## src/core/fsps_map.vh

```
// Register map, field positions, command codes and timing figures of the
// flash self-programming sequencer. Included by the sequencer module only.
`ifndef FSPS_MAP_VH
`define FSPS_MAP_VH

// ****************************************************************
// Register byte addresses
// ****************************************************************
`define FSPS_ADDR_PROT_CMD   16'hffa0
`define FSPS_ADDR_STATUS     16'hffa1
`define FSPS_ADDR_MODE_CTL   16'hffa2
`define FSPS_ADDR_COMMAND    16'hffa3
`define FSPS_ADDR_PTR_HIGH   16'hffa4
`define FSPS_ADDR_PTR_LOW    16'hffa5
`define FSPS_ADDR_CMP_HIGH   16'hffa6
`define FSPS_ADDR_CMP_LOW    16'hffa7
`define FSPS_ADDR_WR_BUF     16'hffa8

// ****************************************************************
// Fields and values
// ****************************************************************
`define FSPS_UNLOCK_KEY      8'ha5
`define FSPS_BIT_MODE_SEL    0
`define FSPS_BIT_SEQ_ERR     0
`define FSPS_BIT_VERIFY_ERR  1
`define FSPS_BIT_PROT_ERR    2
`define FSPS_PROT_LSB        2
`define FSPS_BLANK_BYTE      8'hff
`define FSPS_PROTECT_ADDR    12'h081
`define FSPS_RESET_STATUS    3'h0

// ****************************************************************
// Command codes held in flash_command
// ****************************************************************
`define FSPS_CMD_NONE        8'h00
`define FSPS_CMD_VERIFY_BLK  8'h01
`define FSPS_CMD_VERIFY_RNG  8'h02
`define FSPS_CMD_ERASE       8'h03
`define FSPS_CMD_BLANK       8'h04
`define FSPS_CMD_WRITE       8'h05

// ****************************************************************
// Timing figures and clock rate
// ****************************************************************
`define FSPS_CLK_MHZ         50
`define FSPS_VERIFY_BLK_MS   6.8
`define FSPS_VERIFY_BYTE_US  27
`define FSPS_ERASE_MS        8.5
`define FSPS_BLANK_US        480
`define FSPS_WRITE_US        150
`define FSPS_ENTRY_MAX_US    10
`define FSPS_ENTRY_EXTRA_CLK 2

`endif

```

## src/core/fsps_timer.v

```verilog
// Down counter that times one flash step of the sequencer.
// Assumes load is a one-cycle pulse from logic on the same clock.
`timescale 1ns/1ps

module fsps_timer
(
  input  wire        clock,
  input  wire        nrst,
  input  wire        load,
  input  wire [18:0] load_val,
  output wire        expired
);

  reg [18:0] cnt_r;

  // Expired fires in the last counted cycle, so a load of N ends N cycles later.
  assign expired = (cnt_r == 19'h00001);

  always @(posedge clock or negedge nrst)
  begin
    if (!nrst)
      cnt_r <= 19'h00000;
    else if (load)
      cnt_r <= load_val;
    else if (cnt_r != 19'h00000)
      cnt_r <= cnt_r - 19'h00001;
  end

endmodule // fsps_timer

```

## src/core/fsps_sequencer.v

```verilog
// Flash self-programming sequencer: guarded mode entry, command registers,
// HALT-started flash operations and automatic HALT release.
// Assumes the CPU core pulses cpu_halt for one clock when it executes HALT,
// and the flash array answers fa_fail on the same clock.
//
// Contract
// - Self-programming mode is entered only through the protected write sequence.
// - HALT in self-programming mode starts the loaded flash command.
// - HALT is released by the sequencer itself when the operation ends.
// - Maskable interrupt servicing is blocked while self-programming mode is active.
// - Whole-block verify runs 6.8 ms from HALT to completion.
// - Range verify runs 27 us per byte verified.
// - Block erase takes 8.5 ms and leaves every byte reading FFH.
// - Block blank check ends 480 us after HALT.
// - Byte write programs one byte, ending 150 us after HALT.
// - CPU and RAM are stalled while a command runs.
// - Interrupts raised meanwhile stay pending until the mode is left.
// - After entry, NOP then HALT; release within 10 us plus 2 clocks.
// - Only the protect byte can block writes or erases, not security.
// - The protect byte at flash address 0081H governs allowed writes/erases.
// - Written flash data stays readable by ordinary data moves.
// - Pins hold their HALT-state levels during self-programming mode.
// - Mode write counts only after A5H, value, inverse, value; last write counts.
// - An unprotected mode write is discarded and sets the sequence error flag.
// - Mode select bit 0 means normal, 1 self-programming; cleared by reset.
//
// The implementer's own choices: the address map and the address-and-strobe port.
`timescale 1ns/1ps
`include "fsps_map.vh"

module fsps_sequencer
#(
  parameter integer VERIFY_BLK_CYC = `FSPS_VERIFY_BLK_MS * 1000 * `FSPS_CLK_MHZ,
  parameter integer ERASE_CYC      = `FSPS_ERASE_MS * 1000 * `FSPS_CLK_MHZ,
  parameter integer BLANK_CYC      = `FSPS_BLANK_US * `FSPS_CLK_MHZ,
  parameter integer WRITE_CYC      = `FSPS_WRITE_US * `FSPS_CLK_MHZ
)
(
  input  wire        clock,
  input  wire        nrst,
  input  wire [15:0] bus_addr,
  input  wire [7:0]  bus_wdata,
  input  wire        bus_wr,
  input  wire        bus_rd,
  output reg  [7:0]  bus_rdata,
  input  wire        cpu_halt,
  output reg         cpu_release,
  output reg         cpu_stall,
  output reg         int_block,
  output reg         pin_hold,
  input  wire [4:0]  protect_byte,
  output reg         fa_go,
  output reg  [2:0]  fa_op,
  output reg  [11:0] fa_addr,
  output reg  [7:0]  fa_wdata,
  input  wire        fa_fail
);

  // ****************************************************************
  // Derived counts and states
  // ****************************************************************
  localparam integer ENTRY_CYC =
    `FSPS_ENTRY_MAX_US * `FSPS_CLK_MHZ + `FSPS_ENTRY_EXTRA_CLK;
  localparam integer BYTE_CYC = `FSPS_VERIFY_BYTE_US * `FSPS_CLK_MHZ;

  localparam [3:0] SQ_IDLE = 4'h1;
  localparam [3:0] SQ_KEY  = 4'h2;
  localparam [3:0] SQ_VAL  = 4'h4;
  localparam [3:0] SQ_INV  = 4'h8;

  localparam [2:0] ST_IDLE = 3'h1;
  localparam [2:0] ST_RUN  = 3'h2;
  localparam [2:0] ST_DONE = 3'h4;

  function [2:0] op_of;
    input [7:0] cmd;
    begin
      case (cmd)
        `FSPS_CMD_VERIFY_BLK: op_of = 3'h1;
        `FSPS_CMD_VERIFY_RNG: op_of = 3'h2;
        `FSPS_CMD_ERASE:      op_of = 3'h3;
        `FSPS_CMD_BLANK:      op_of = 3'h4;
        `FSPS_CMD_WRITE:      op_of = 3'h5;
        default:              op_of = 3'h0;
      endcase
    end
  endfunction

  function is_reg;
    input [15:0] a;
    input [15:0] r;
    begin
      is_reg = (a == r);
    end
  endfunction

  // ****************************************************************
  // State
  // ****************************************************************
  reg [3:0]  seq_r;
  reg        seq_val_r;
  reg        mode_r;
  reg        entry_pend_r;
  reg [2:0]  status_r;
  reg [4:0]  prot_r;
  reg        prot_loaded_r;
  reg [7:0]  cmd_r;
  reg [7:0]  ptr_hi_r;
  reg [7:0]  ptr_lo_r;
  reg [7:0]  cmp_hi_r;
  reg [7:0]  cmp_lo_r;
  reg [7:0]  wbuf_r;
  reg [2:0]  st_r;
  reg [2:0]  op_r;
  reg [7:0]  byte_left_r;
  reg [7:0]  cur_lo_r;
  reg        tmr_load;
  reg [18:0] tmr_val;
  wire       tmr_exp;

  wire wr_pcmd = bus_wr && is_reg(bus_addr, `FSPS_ADDR_PROT_CMD);
  wire wr_mode = bus_wr && is_reg(bus_addr, `FSPS_ADDR_MODE_CTL);
  wire wr_stat = bus_wr && is_reg(bus_addr, `FSPS_ADDR_STATUS);
  wire wr_bit  = bus_wdata[`FSPS_BIT_MODE_SEL];
  wire [11:0] cur_addr = {ptr_hi_r[3:0], ptr_lo_r};
  // The block number is the upper nibble of the flash address.
  wire blocked = (ptr_hi_r[3:0] < prot_r[3:0]) || prot_r[4];
  wire [2:0] new_op = op_of(cmd_r);
  wire modifies = (new_op == 3'h3) || (new_op == 3'h5);

  fsps_timer u_timer
  (
    .clock    (clock),
    .nrst     (nrst),
    .load     (tmr_load),
    .load_val (tmr_val),
    .expired  (tmr_exp)
  );

  // ****************************************************************
  // Protected mode-register write sequence
  // ****************************************************************
  reg [3:0] seq_nxt;
  reg       seq_err;
  reg       commit;

  always @*
  begin
    seq_nxt = seq_r;
    seq_err = 1'b0;
    commit  = 1'b0;
    if (bus_wr)
    begin
      case (seq_r)
        SQ_IDLE:
        begin
          if (wr_pcmd && bus_wdata == `FSPS_UNLOCK_KEY)
            seq_nxt = SQ_KEY;
          else if (wr_pcmd || wr_mode)
            seq_err = 1'b1;
        end
        SQ_KEY:
        begin
          seq_nxt = wr_mode ? SQ_VAL : SQ_IDLE;
          seq_err = !wr_mode;
        end
        SQ_VAL:
        begin
          seq_nxt = (wr_mode && wr_bit != seq_val_r) ? SQ_INV : SQ_IDLE;
          seq_err = !(wr_mode && wr_bit != seq_val_r);
        end
        SQ_INV:
        begin
          seq_nxt = SQ_IDLE;
          commit  = wr_mode && wr_bit == seq_val_r;
          seq_err = !commit;
        end
        default:
          seq_nxt = SQ_IDLE;
      endcase
    end
  end

  always @(posedge clock or negedge nrst)
  begin
    if (!nrst)
    begin
      seq_r        <= SQ_IDLE;
      seq_val_r    <= 1'b0;
      mode_r       <= 1'b0;
      entry_pend_r <= 1'b0;
    end
    else
    begin
      seq_r <= seq_nxt;
      if (seq_r == SQ_KEY && wr_mode)
        seq_val_r <= wr_bit;
      if (commit)
      begin
        mode_r       <= seq_val_r;
        entry_pend_r <= seq_val_r && !mode_r;
      end
      else if (st_r == ST_DONE)
        entry_pend_r <= 1'b0;
    end
  end

  // ****************************************************************
  // Software registers
  // ****************************************************************
  always @(posedge clock or negedge nrst)
  begin
    if (!nrst)
    begin
      status_r      <= `FSPS_RESET_STATUS;
      prot_r        <= 5'h00;
      prot_loaded_r <= 1'b0;
      cmd_r         <= `FSPS_CMD_NONE;
      ptr_hi_r      <= 8'h00;
      ptr_lo_r      <= 8'h00;
      cmp_hi_r      <= 8'h00;
      cmp_lo_r      <= 8'h00;
      wbuf_r        <= 8'h00;
    end
    else
    begin
      // The protect byte is captured once, in the first cycle after reset.
      prot_loaded_r <= 1'b1;
      if (!prot_loaded_r)
        prot_r <= protect_byte;
      // A clear by software loses against a set in the same cycle.
      status_r[`FSPS_BIT_SEQ_ERR] <= seq_err ||
        (status_r[`FSPS_BIT_SEQ_ERR] && !(wr_stat && !bus_wdata[0]));
      status_r[`FSPS_BIT_VERIFY_ERR] <= (st_r == ST_RUN && tmr_exp && fa_fail) ||
        (status_r[`FSPS_BIT_VERIFY_ERR] && !(wr_stat && !bus_wdata[1]));
      status_r[`FSPS_BIT_PROT_ERR] <= (st_r == ST_IDLE && cpu_halt && mode_r &&
        !entry_pend_r && modifies && blocked) ||
        (status_r[`FSPS_BIT_PROT_ERR] && !(wr_stat && !bus_wdata[2]));
      if (bus_wr)
      begin
        case (bus_addr)
          `FSPS_ADDR_COMMAND:  cmd_r    <= bus_wdata;
          `FSPS_ADDR_PTR_HIGH: ptr_hi_r <= bus_wdata;
          `FSPS_ADDR_PTR_LOW:  ptr_lo_r <= bus_wdata;
          `FSPS_ADDR_CMP_HIGH: cmp_hi_r <= bus_wdata;
          `FSPS_ADDR_CMP_LOW:  cmp_lo_r <= bus_wdata;
          `FSPS_ADDR_WR_BUF:   wbuf_r   <= bus_wdata;
          default:             cmd_r    <= cmd_r;
        endcase
      end
    end
  end

  // ****************************************************************
  // Register read port
  // ****************************************************************
  always @(posedge clock or negedge nrst)
  begin
    if (!nrst)
      bus_rdata <= 8'h00;
    else if (bus_rd)
    begin
      case (bus_addr)
        `FSPS_ADDR_PROT_CMD: bus_rdata <= 8'h00;
        `FSPS_ADDR_STATUS:   bus_rdata <= {5'h00, status_r};
        `FSPS_ADDR_MODE_CTL: bus_rdata <= {1'b0, prot_r, 1'b0, mode_r};
        `FSPS_ADDR_COMMAND:  bus_rdata <= cmd_r;
        `FSPS_ADDR_PTR_HIGH: bus_rdata <= ptr_hi_r;
        `FSPS_ADDR_PTR_LOW:  bus_rdata <= ptr_lo_r;
        `FSPS_ADDR_CMP_HIGH: bus_rdata <= cmp_hi_r;
        `FSPS_ADDR_CMP_LOW:  bus_rdata <= cmp_lo_r;
        `FSPS_ADDR_WR_BUF:   bus_rdata <= wbuf_r;
        default:             bus_rdata <= 8'h00;
      endcase
    end
    else
      bus_rdata <= 8'h00;
  end

  // ****************************************************************
  // HALT-started operation
  // ****************************************************************
  always @*
  begin
    tmr_load = 1'b0;
    tmr_val  = 19'h00001;
    if (st_r == ST_IDLE && cpu_halt && mode_r)
    begin
      tmr_load = 1'b1;
      if (entry_pend_r)
        tmr_val = ENTRY_CYC[18:0];
      else if (modifies && blocked)
        tmr_val = 19'h00001;
      else
      begin
        case (new_op)
          3'h1:    tmr_val = VERIFY_BLK_CYC[18:0];
          3'h2:    tmr_val = BYTE_CYC[18:0];
          3'h3:    tmr_val = ERASE_CYC[18:0];
          3'h4:    tmr_val = BLANK_CYC[18:0];
          3'h5:    tmr_val = WRITE_CYC[18:0];
          default: tmr_val = 19'h00001;
        endcase
      end
    end
    else if (st_r == ST_RUN && tmr_exp && byte_left_r != 8'h00)
    begin
      tmr_load = 1'b1;
      tmr_val  = BYTE_CYC[18:0];
    end
  end

  always @(posedge clock or negedge nrst)
  begin
    if (!nrst)
    begin
      st_r        <= ST_IDLE;
      op_r        <= 3'h0;
      byte_left_r <= 8'h00;
      cur_lo_r    <= 8'h00;
      cpu_release <= 1'b0;
      cpu_stall   <= 1'b0;
      fa_go       <= 1'b0;
      fa_op       <= 3'h0;
      fa_addr     <= 12'h000;
      fa_wdata    <= 8'h00;
    end
    else
    begin
      cpu_release <= 1'b0;
      fa_go       <= 1'b0;
      case (st_r)
        ST_IDLE:
        begin
          if (cpu_halt && mode_r)
          begin
            st_r      <= ST_RUN;
            cpu_stall <= 1'b1;
            op_r      <= (entry_pend_r || (modifies && blocked)) ? 3'h0 : new_op;
            if (!entry_pend_r && !(modifies && blocked))
            begin
              fa_go    <= 1'b1;
              fa_op    <= new_op;
              fa_addr  <= cur_addr;
              // An erased byte reads back as the blank value.
              fa_wdata <= (new_op == 3'h3) ? `FSPS_BLANK_BYTE : wbuf_r;
            end
            byte_left_r <= (new_op == 3'h2) ? cmp_lo_r - ptr_lo_r : 8'h00;
            cur_lo_r    <= ptr_lo_r;
          end
        end
        ST_RUN:
        begin
          if (tmr_exp)
          begin
            if (op_r == 3'h2 && byte_left_r != 8'h00)
            begin
              byte_left_r <= byte_left_r - 8'h01;
              cur_lo_r    <= cur_lo_r + 8'h01;
              fa_go       <= 1'b1;
              fa_addr     <= {ptr_hi_r[3:0], cur_lo_r + 8'h01};
            end
            else
            begin
              st_r        <= ST_DONE;
              cpu_release <= 1'b1;
              cpu_stall   <= 1'b0;
              fa_op       <= 3'h0;
            end
          end
        end
        ST_DONE:
          st_r <= ST_IDLE;
        default:
          st_r <= ST_IDLE;
      endcase
    end
  end

  // ****************************************************************
  // System-facing mode levels
  // ****************************************************************
  // Interrupt requests are not dropped here; the controller keeps them
  // pending and only acknowledges once this level falls.
  always @(posedge clock or negedge nrst)
  begin
    if (!nrst)
    begin
      int_block <= 1'b0;
      pin_hold  <= 1'b0;
    end
    else
    begin
      int_block <= commit ? seq_val_r : mode_r;
      pin_hold  <= commit ? seq_val_r : mode_r;
    end
  end

endmodule // fsps_sequencer

```

## config.mk

```make
export PLATFORM = sky130hd
export DESIGN_NAME = fsps_sequencer
export DESIGN_NICKNAME = d
export VERILOG_FILES = /design/src/core/fsps_timer.v /design/src/core/fsps_sequencer.v
export VERILOG_INCLUDE_DIRS = /design/src /design/src/core
export SDC_FILE = /design/constraint.sdc
export NUM_CORES = 1
export LEC_CHECK = 0
export BUFFER_PORTS_ARGS = -buffer_cell sky130_fd_sc_hd__buf_4
export CAP_MARGIN = 20
export CORE_UTILIZATION = 30
export DETAILED_ROUTE_END_ITERATION = 7
export PLACE_DENSITY_LB_ADDON = 0.12
export SYNTH_ARGS = -nofsm -noshare
export SYNTH_HDL_FRONTEND = slang
export SYNTH_SLANG_ARGS = --single-unit
```

## constraint.sdc

```tcl
create_clock -name clock -period 4.05 [get_ports clock]
set_input_delay 0.6075 -clock clock [delete_from_list [all_inputs] [get_ports clock]]
set_output_delay 0.6075 -clock clock [all_outputs]
set_load 0.005 [all_outputs]
```

### After elaboration in Yosys (flattened, before gate mapping)

Cells that the tools add are included.
Widths: inputs -> output; s select.

| word-level totals | value |
|---|---|
| flip-flop bits (word level) | 139 |
| bits of input ports | 35 |
| word-level logic and storage cells | 192 |
| output and inout port bits | 36 |

| operators by class | value |
|---|---|
| multiplexer cells | 61 |
| order comparisons | 1 |
| $add $sub $neg | 4 |
| equality and inequality tests | 37 |
| reductions and logical operators | 64 |

Operators by type and width:

| kind | count |
|---|---|
| $eq 16x16->1 const B | 9 |
| $mux 19 | 5 |
| $pmux 19 s5 | 1 |
| $mux 8 | 9 |
| $pmux 8 s8 | 1 |
| $mux 12 | 4 |
| $pmux 8 s2 | 2 |
| $mux 3 | 9 |
| $logic_and 1x1->1 | 26 |
| $pmux 12 s2 | 1 |
| $eq 19x1->1 const B | 1 |
| $mux 1 | 19 |
| $reduce_bool 19->1 | 1 |
| $sub 19x1->19 const B | 1 |
| $eq 8x2->1 const B | 2 |
| $eq 8x3->1 const B | 2 |
| $reduce_and 2->1 | 8 |
| $pmux 3 s5 | 1 |
| $eq 3x2->1 const B | 4 |
| $logic_not 1->1 | 12 |
| $pmux 3 s2 | 2 |
| $pmux 4 s3 | 1 |
| $mux 11 | 1 |
| $reduce_and 5->1 | 2 |
| 24 further kinds | 43 |

### Logic depth before layout (Yosys ltp)

| depth | value |
|---|---|
| word-level depth | 10 |
| depth in mapped cells | 10 |
| depth with buffers taken out | 10 |

### Cells and area by module

Synthesis repeated with hierarchy kept, for this count alone.

| unflattened totals | value |
|---|---|
| cells, all modules | 724 |
| area total of the unflattened synthesis | 7538.5 um2 |

Modules (own cells, without submodules):

| module | sequential area each (um2) | times used | cells each | area an instance (um2) |
|---|---|---|---|---|
| fsps_sequencer | 3005.4 | 1 | 605 | 6414.9 |
| fsps_timer | 475.5 | 1 | 119 | 1123.6 |

### Least setup slack after synthesis

OpenSTA, ideal clock, no wires.

| timing path | value |
|---|---|
| path type | input -> register |
| start | in bus_addr[6] |
| end | reg cmp_lo_r[1] |
| path buffers | 1 |
| required time | 3925 ps |
| arrival | 2225 ps |
| stages | 6 |
| setup time | 125 ps |
| setup slack | 1700 ps |
| path through | nand4bb_1 or3_1 buf_4 nor3b_4 nand4_2 mux2_2 |

| on the way | value |
|---|---|
| word-level cells in the longest chain between the ends | 2 |

Ends and longest elaborated chain:

| what | line | text |
|---|---|---|
| from (decl) | fsps_sequencer.v:41 | `input wire [15:0] bus_addr,` |
| $eq 16x16->1 | fsps_sequencer.v:241 | `case (bus_addr)` |
| $reduce_and 2->1 (no source line) | -- |  |
| to (signal assigned) | fsps_sequencer.v:246 | `` `FSPS_ADDR_CMP_LOW: cmp_lo_r <= bus_wdata; `` |
| to (decl) | fsps_sequencer.v:111 | `reg [7:0] cmp_lo_r;` |

Every way passes these cells.
A chain may end at the register's enable or synchronous reset.

### Worst setup path in the final report

| timing path | value |
|---|---|
| start | reg u_timer.cnt_r[12] |
| end | reg fa_addr[9] |

| on the way | value |
|---|---|
| word-level cells in the longest chain between the ends | 3 |

Ends and longest elaborated chain:

| what | line | text |
|---|---|---|
| from (decl) | fsps_timer.v:14 | `reg [18:0] cnt_r;` |
| from (signal assigned) | fsps_timer.v:24 | `cnt_r <= load_val;` |
| from (signal assigned) | fsps_timer.v:26 | `cnt_r <= cnt_r - 19'h00001;` |
| $eq 19x1->1 | fsps_timer.v:17 | `assign expired = (cnt_r == 19'h00001);` |
| $ne 2x2->1 (no source line) | -- |  |
| $reduce_and 5->1 (no source line) | -- |  |
| to (signal assigned) | fsps_sequencer.v:344 | `fa_addr <= cur_addr;` |
| to (signal assigned) | fsps_sequencer.v:361 | `fa_addr <= {ptr_hi_r[3:0], cur_lo_r + 8'h01};` |
| to (decl) | fsps_sequencer.v:54 | `output reg [11:0] fa_addr,` |

Every way passes these cells.

==> flow_summary.ini <==
[yosys]
syn-cell-area_um2 = 7350
syn_avg_cell_area_um2 = 10.3
syn-num-nets = 765
synth_warnings = 0
yosysSeqAreaShare = 0.473
ys_seq_elements = 139
synth_cell_types = 71
yosys_most_used_dff = dfrtp_1
synth-edff-count = 0
synth-async-reset-ratio = 1.00
postSynthCellCount = 714

[clock_network]
htree_levels = 4
hold_buffers = 0
cts_resized = 0
cts_setup_buffers = 0
clkSlewWorstSetupHoldPaths_ns = 0.06
cts_buffers = 17
clk_path_buf_depth = 2
cts_tree = built
insertion_delay_ns = 0.43
cts_sinks = 139
clock_tree.root_cell = clkbuf_16

[sta]
fin_ws_ns = 1.24
timing.fmax_mhz = 356
min_period_ns = 2.81
fin_crit_sh = 0.693
fin_skew_ns = 0.0118
tns_ns = 0
rsz0062_at_grt = false
setup_viol = 0
maxSlewViolCount = 0
max_slew.worst_pin.slew_ns = 0.989
maxSlewHeadroom = 0.337
finalHoldViolCount = 0

[cells_and_area]
stdcell_count = 1112
layout_commonest_cell = dfrtp_1
post-route-util = 0.372
final_cell_mix = dfrtp_1 (137), nor2_1 (80), buf_4 (74)
fill_cells = 2374
final_net_count = 831
final_layout_size_suffix_gt1_frac = 0.252
finalInstanceArea_um2 = 8820
diodes = 0
synthToLayoutAreaGrowth_pct = 20.0

[placed_design]
place_area_um2 = 8210
hpwl_mm = 15.1
dp.cells = 1080
io_buffers = 70
gp_congestion = 0.828
place_ws_ns = 1.12

[route]
vias_per_cell = 5.22
drc_errors = 0
routed-via-count = 5803
totalWireLength_mm = 20.8
wl_per_cell_um = 18.7
drtPass1Iterations = 5
ant_nets = 0
first_iter_violations = 435

[floorplan]
core_um2 = 23800
start_util = 0.310
die_w_um = 159
num_io_pins = 71
dieArea_um2 = 25100
rows = 56
fp.dieH_um = 159

[flow_run]
drv_cap = 0

[worst_hold_path]
holdCritPathClass = input pin to asynchronous set/reset pin

[critical_path]
critPathLaunchType = register
worstPathRequired_ns = 4.36
crit_type = register to register
cp-end-kind = register
path_max_fanout = 15
worstPathArrival_ns = 3.11

[grt]
grt_usage = 0.174
grt_start_max_net_pins = 101
grt_antenna_before_repair = 0
grt_pass1_wl_mm = 32.7
grt-ovfl-total = 0
grt_pass1_vias = 5752

[power_and_ir_drop]
vdd_drop_max_mv = 0.207
p_leak_nw = 4.03
power_per_cell_area_nw_per_um2 = 480

[outcome]
status = complete, no violations
==> report_power, final <==
part	total (mW)	switching, mW	internal (mW)
combinational	0.782	0.385	0.396
clock	1.65	0.668	0.985
sequential	1.80	0.200	1.60
total	4.23	1.25	2.98
==> final timing paths <==
check / end / start / cells after the start / slack [ns]
worst max-delay path: fa_addr[9] / u_timer.cnt_r[12] / 5 / 1.24
worst min-delay path: u_timer.cnt_r[9] / nrst / 1 / 0.29
worst max register to register: fa_addr[9] / u_timer.cnt_r[12] / 5 / 1.24
worst min register to register: op_r[2] / op_r[2] / 2 / 0.48
max in group asynchronous: st_r[0] / nrst / 2 / 2.96
min in group clock: prot_r[3] / protect_byte[3] / 2 / 0.41
==> cells in the mapped netlist, types with 6 or more instances <==
| master | count | area (µm²) |
|---|---|---|
| dfrtp_1 | 137 | 3430 |
| nor2_1 | 80 | 300 |
| mux2_2 | 65 | 732 |
| a21oi_1 | 52 | 260 |
| nand2_1 | 45 | 169 |
| o21ai_0 | 35 | 175 |
| inv_1 | 21 | 78.8 |
| clkbuf_1 | 19 | 71.3 |
| xnor2_1 | 18 | 158 |
| a22oi_1 | 16 | 120 |
| nand3_1 | 16 | 80.1 |
| ha_1 | 15 | 188 |
| nor3_1 | 12 | 60.1 |
| and3_1 | 11 | 68.8 |
| nand2b_1 | 10 | 62.6 |
| xor2_1 | 10 | 87.6 |
| a31oi_1 | 8 | 50.1 |
| nor4_1 | 8 | 50.1 |
| buf_2 | 7 | 35.0 |
| nor2b_1 | 7 | 43.8 |
| o22ai_1 | 7 | 43.8 |
| a211oi_1 | 6 | 45.0 |
| a21o_1 | 6 | 45.0 |
| a2bb2oi_1 | 6 | 52.6 |
| nor3b_1 | 6 | 45.0 |
| o21a_1 | 6 | 45.0 |
==> layer usage <==
metal	share of wire	wire length (µm)	global-route usage
met5	0	0	0
met4	0.014	288	0.0481
met2	0.46	9690	0.270
met3	0.047	984	0.0324
met1	0.47	9880	0.246
==> metrics by stage <==
stage | total power [mW] | hold WS [ns]
floorplan | 2.27 | 0.312
global placement | 2.58 | 0.460
detailed placement | 2.60 | 0.467
CTS | 4.27 | 0.337
global route | 4.47 | 0.365
finish | 4.23 | 0.289
==> kinds of logic (layout without fill, tap and decap cells) <==
| kind of cell | count (synthesis) | in the layout | share of synthesized area |
|---|---|---|---|
| and+or+nand+nor | 236 | 236 | 0.169 |
| AOI/OAI and AO/OA | 172 | 172 | 0.149 |
| DFF | 139 | 139 | 0.473 |
| muxes | 72 | 72 | 0.118 |
| buffers and inverters | 50 | 129 | 0.0288 |
| xor gates and xnor gates | 28 | 28 | 0.0333 |
| adders and majority gates | 16 | 16 | 0.0282 |
| other | 1 | 1 | 0.000510 |
==> layout make-up <==
cell class	instances	area [µm²]	share of cell area
Multi-Input combinational cell	525	3670	0.416
Sequential cell	139	3480	0.394
Timing Repair Buffer	76	587	0.0665
Clock buffer	18	429	0.0486
Tap cell	319	399	0.0452
Clock inverter	14	183	0.0207
Inverter	21	78.8	0.00893
==> critical path, cell delays in order, from the launching register on <==
cell and delay [ns]:
dfrtp_1 0.40, nor4_1 0.35, and4b_1 0.46, nand4_2 0.24
o2bb2ai_2 0.82, mux2_2 0.42
==> flip-flops by register name, summed over array words and instances (netlist names), 5 cells and up <==
name	cells
cur_lo_r	8
prot_r	5
fa_addr	12
ptr_hi_r	8
ptr_lo_r	8
wbuf_r	8
cmd_r	8
byte_left_r	8
cmp_lo_r	8
bus_rdata	8
cmp_hi_r	8
u_timer.cnt_r	19
fa_wdata	8
No activity file was read; power rests on OpenSTA's default activity.
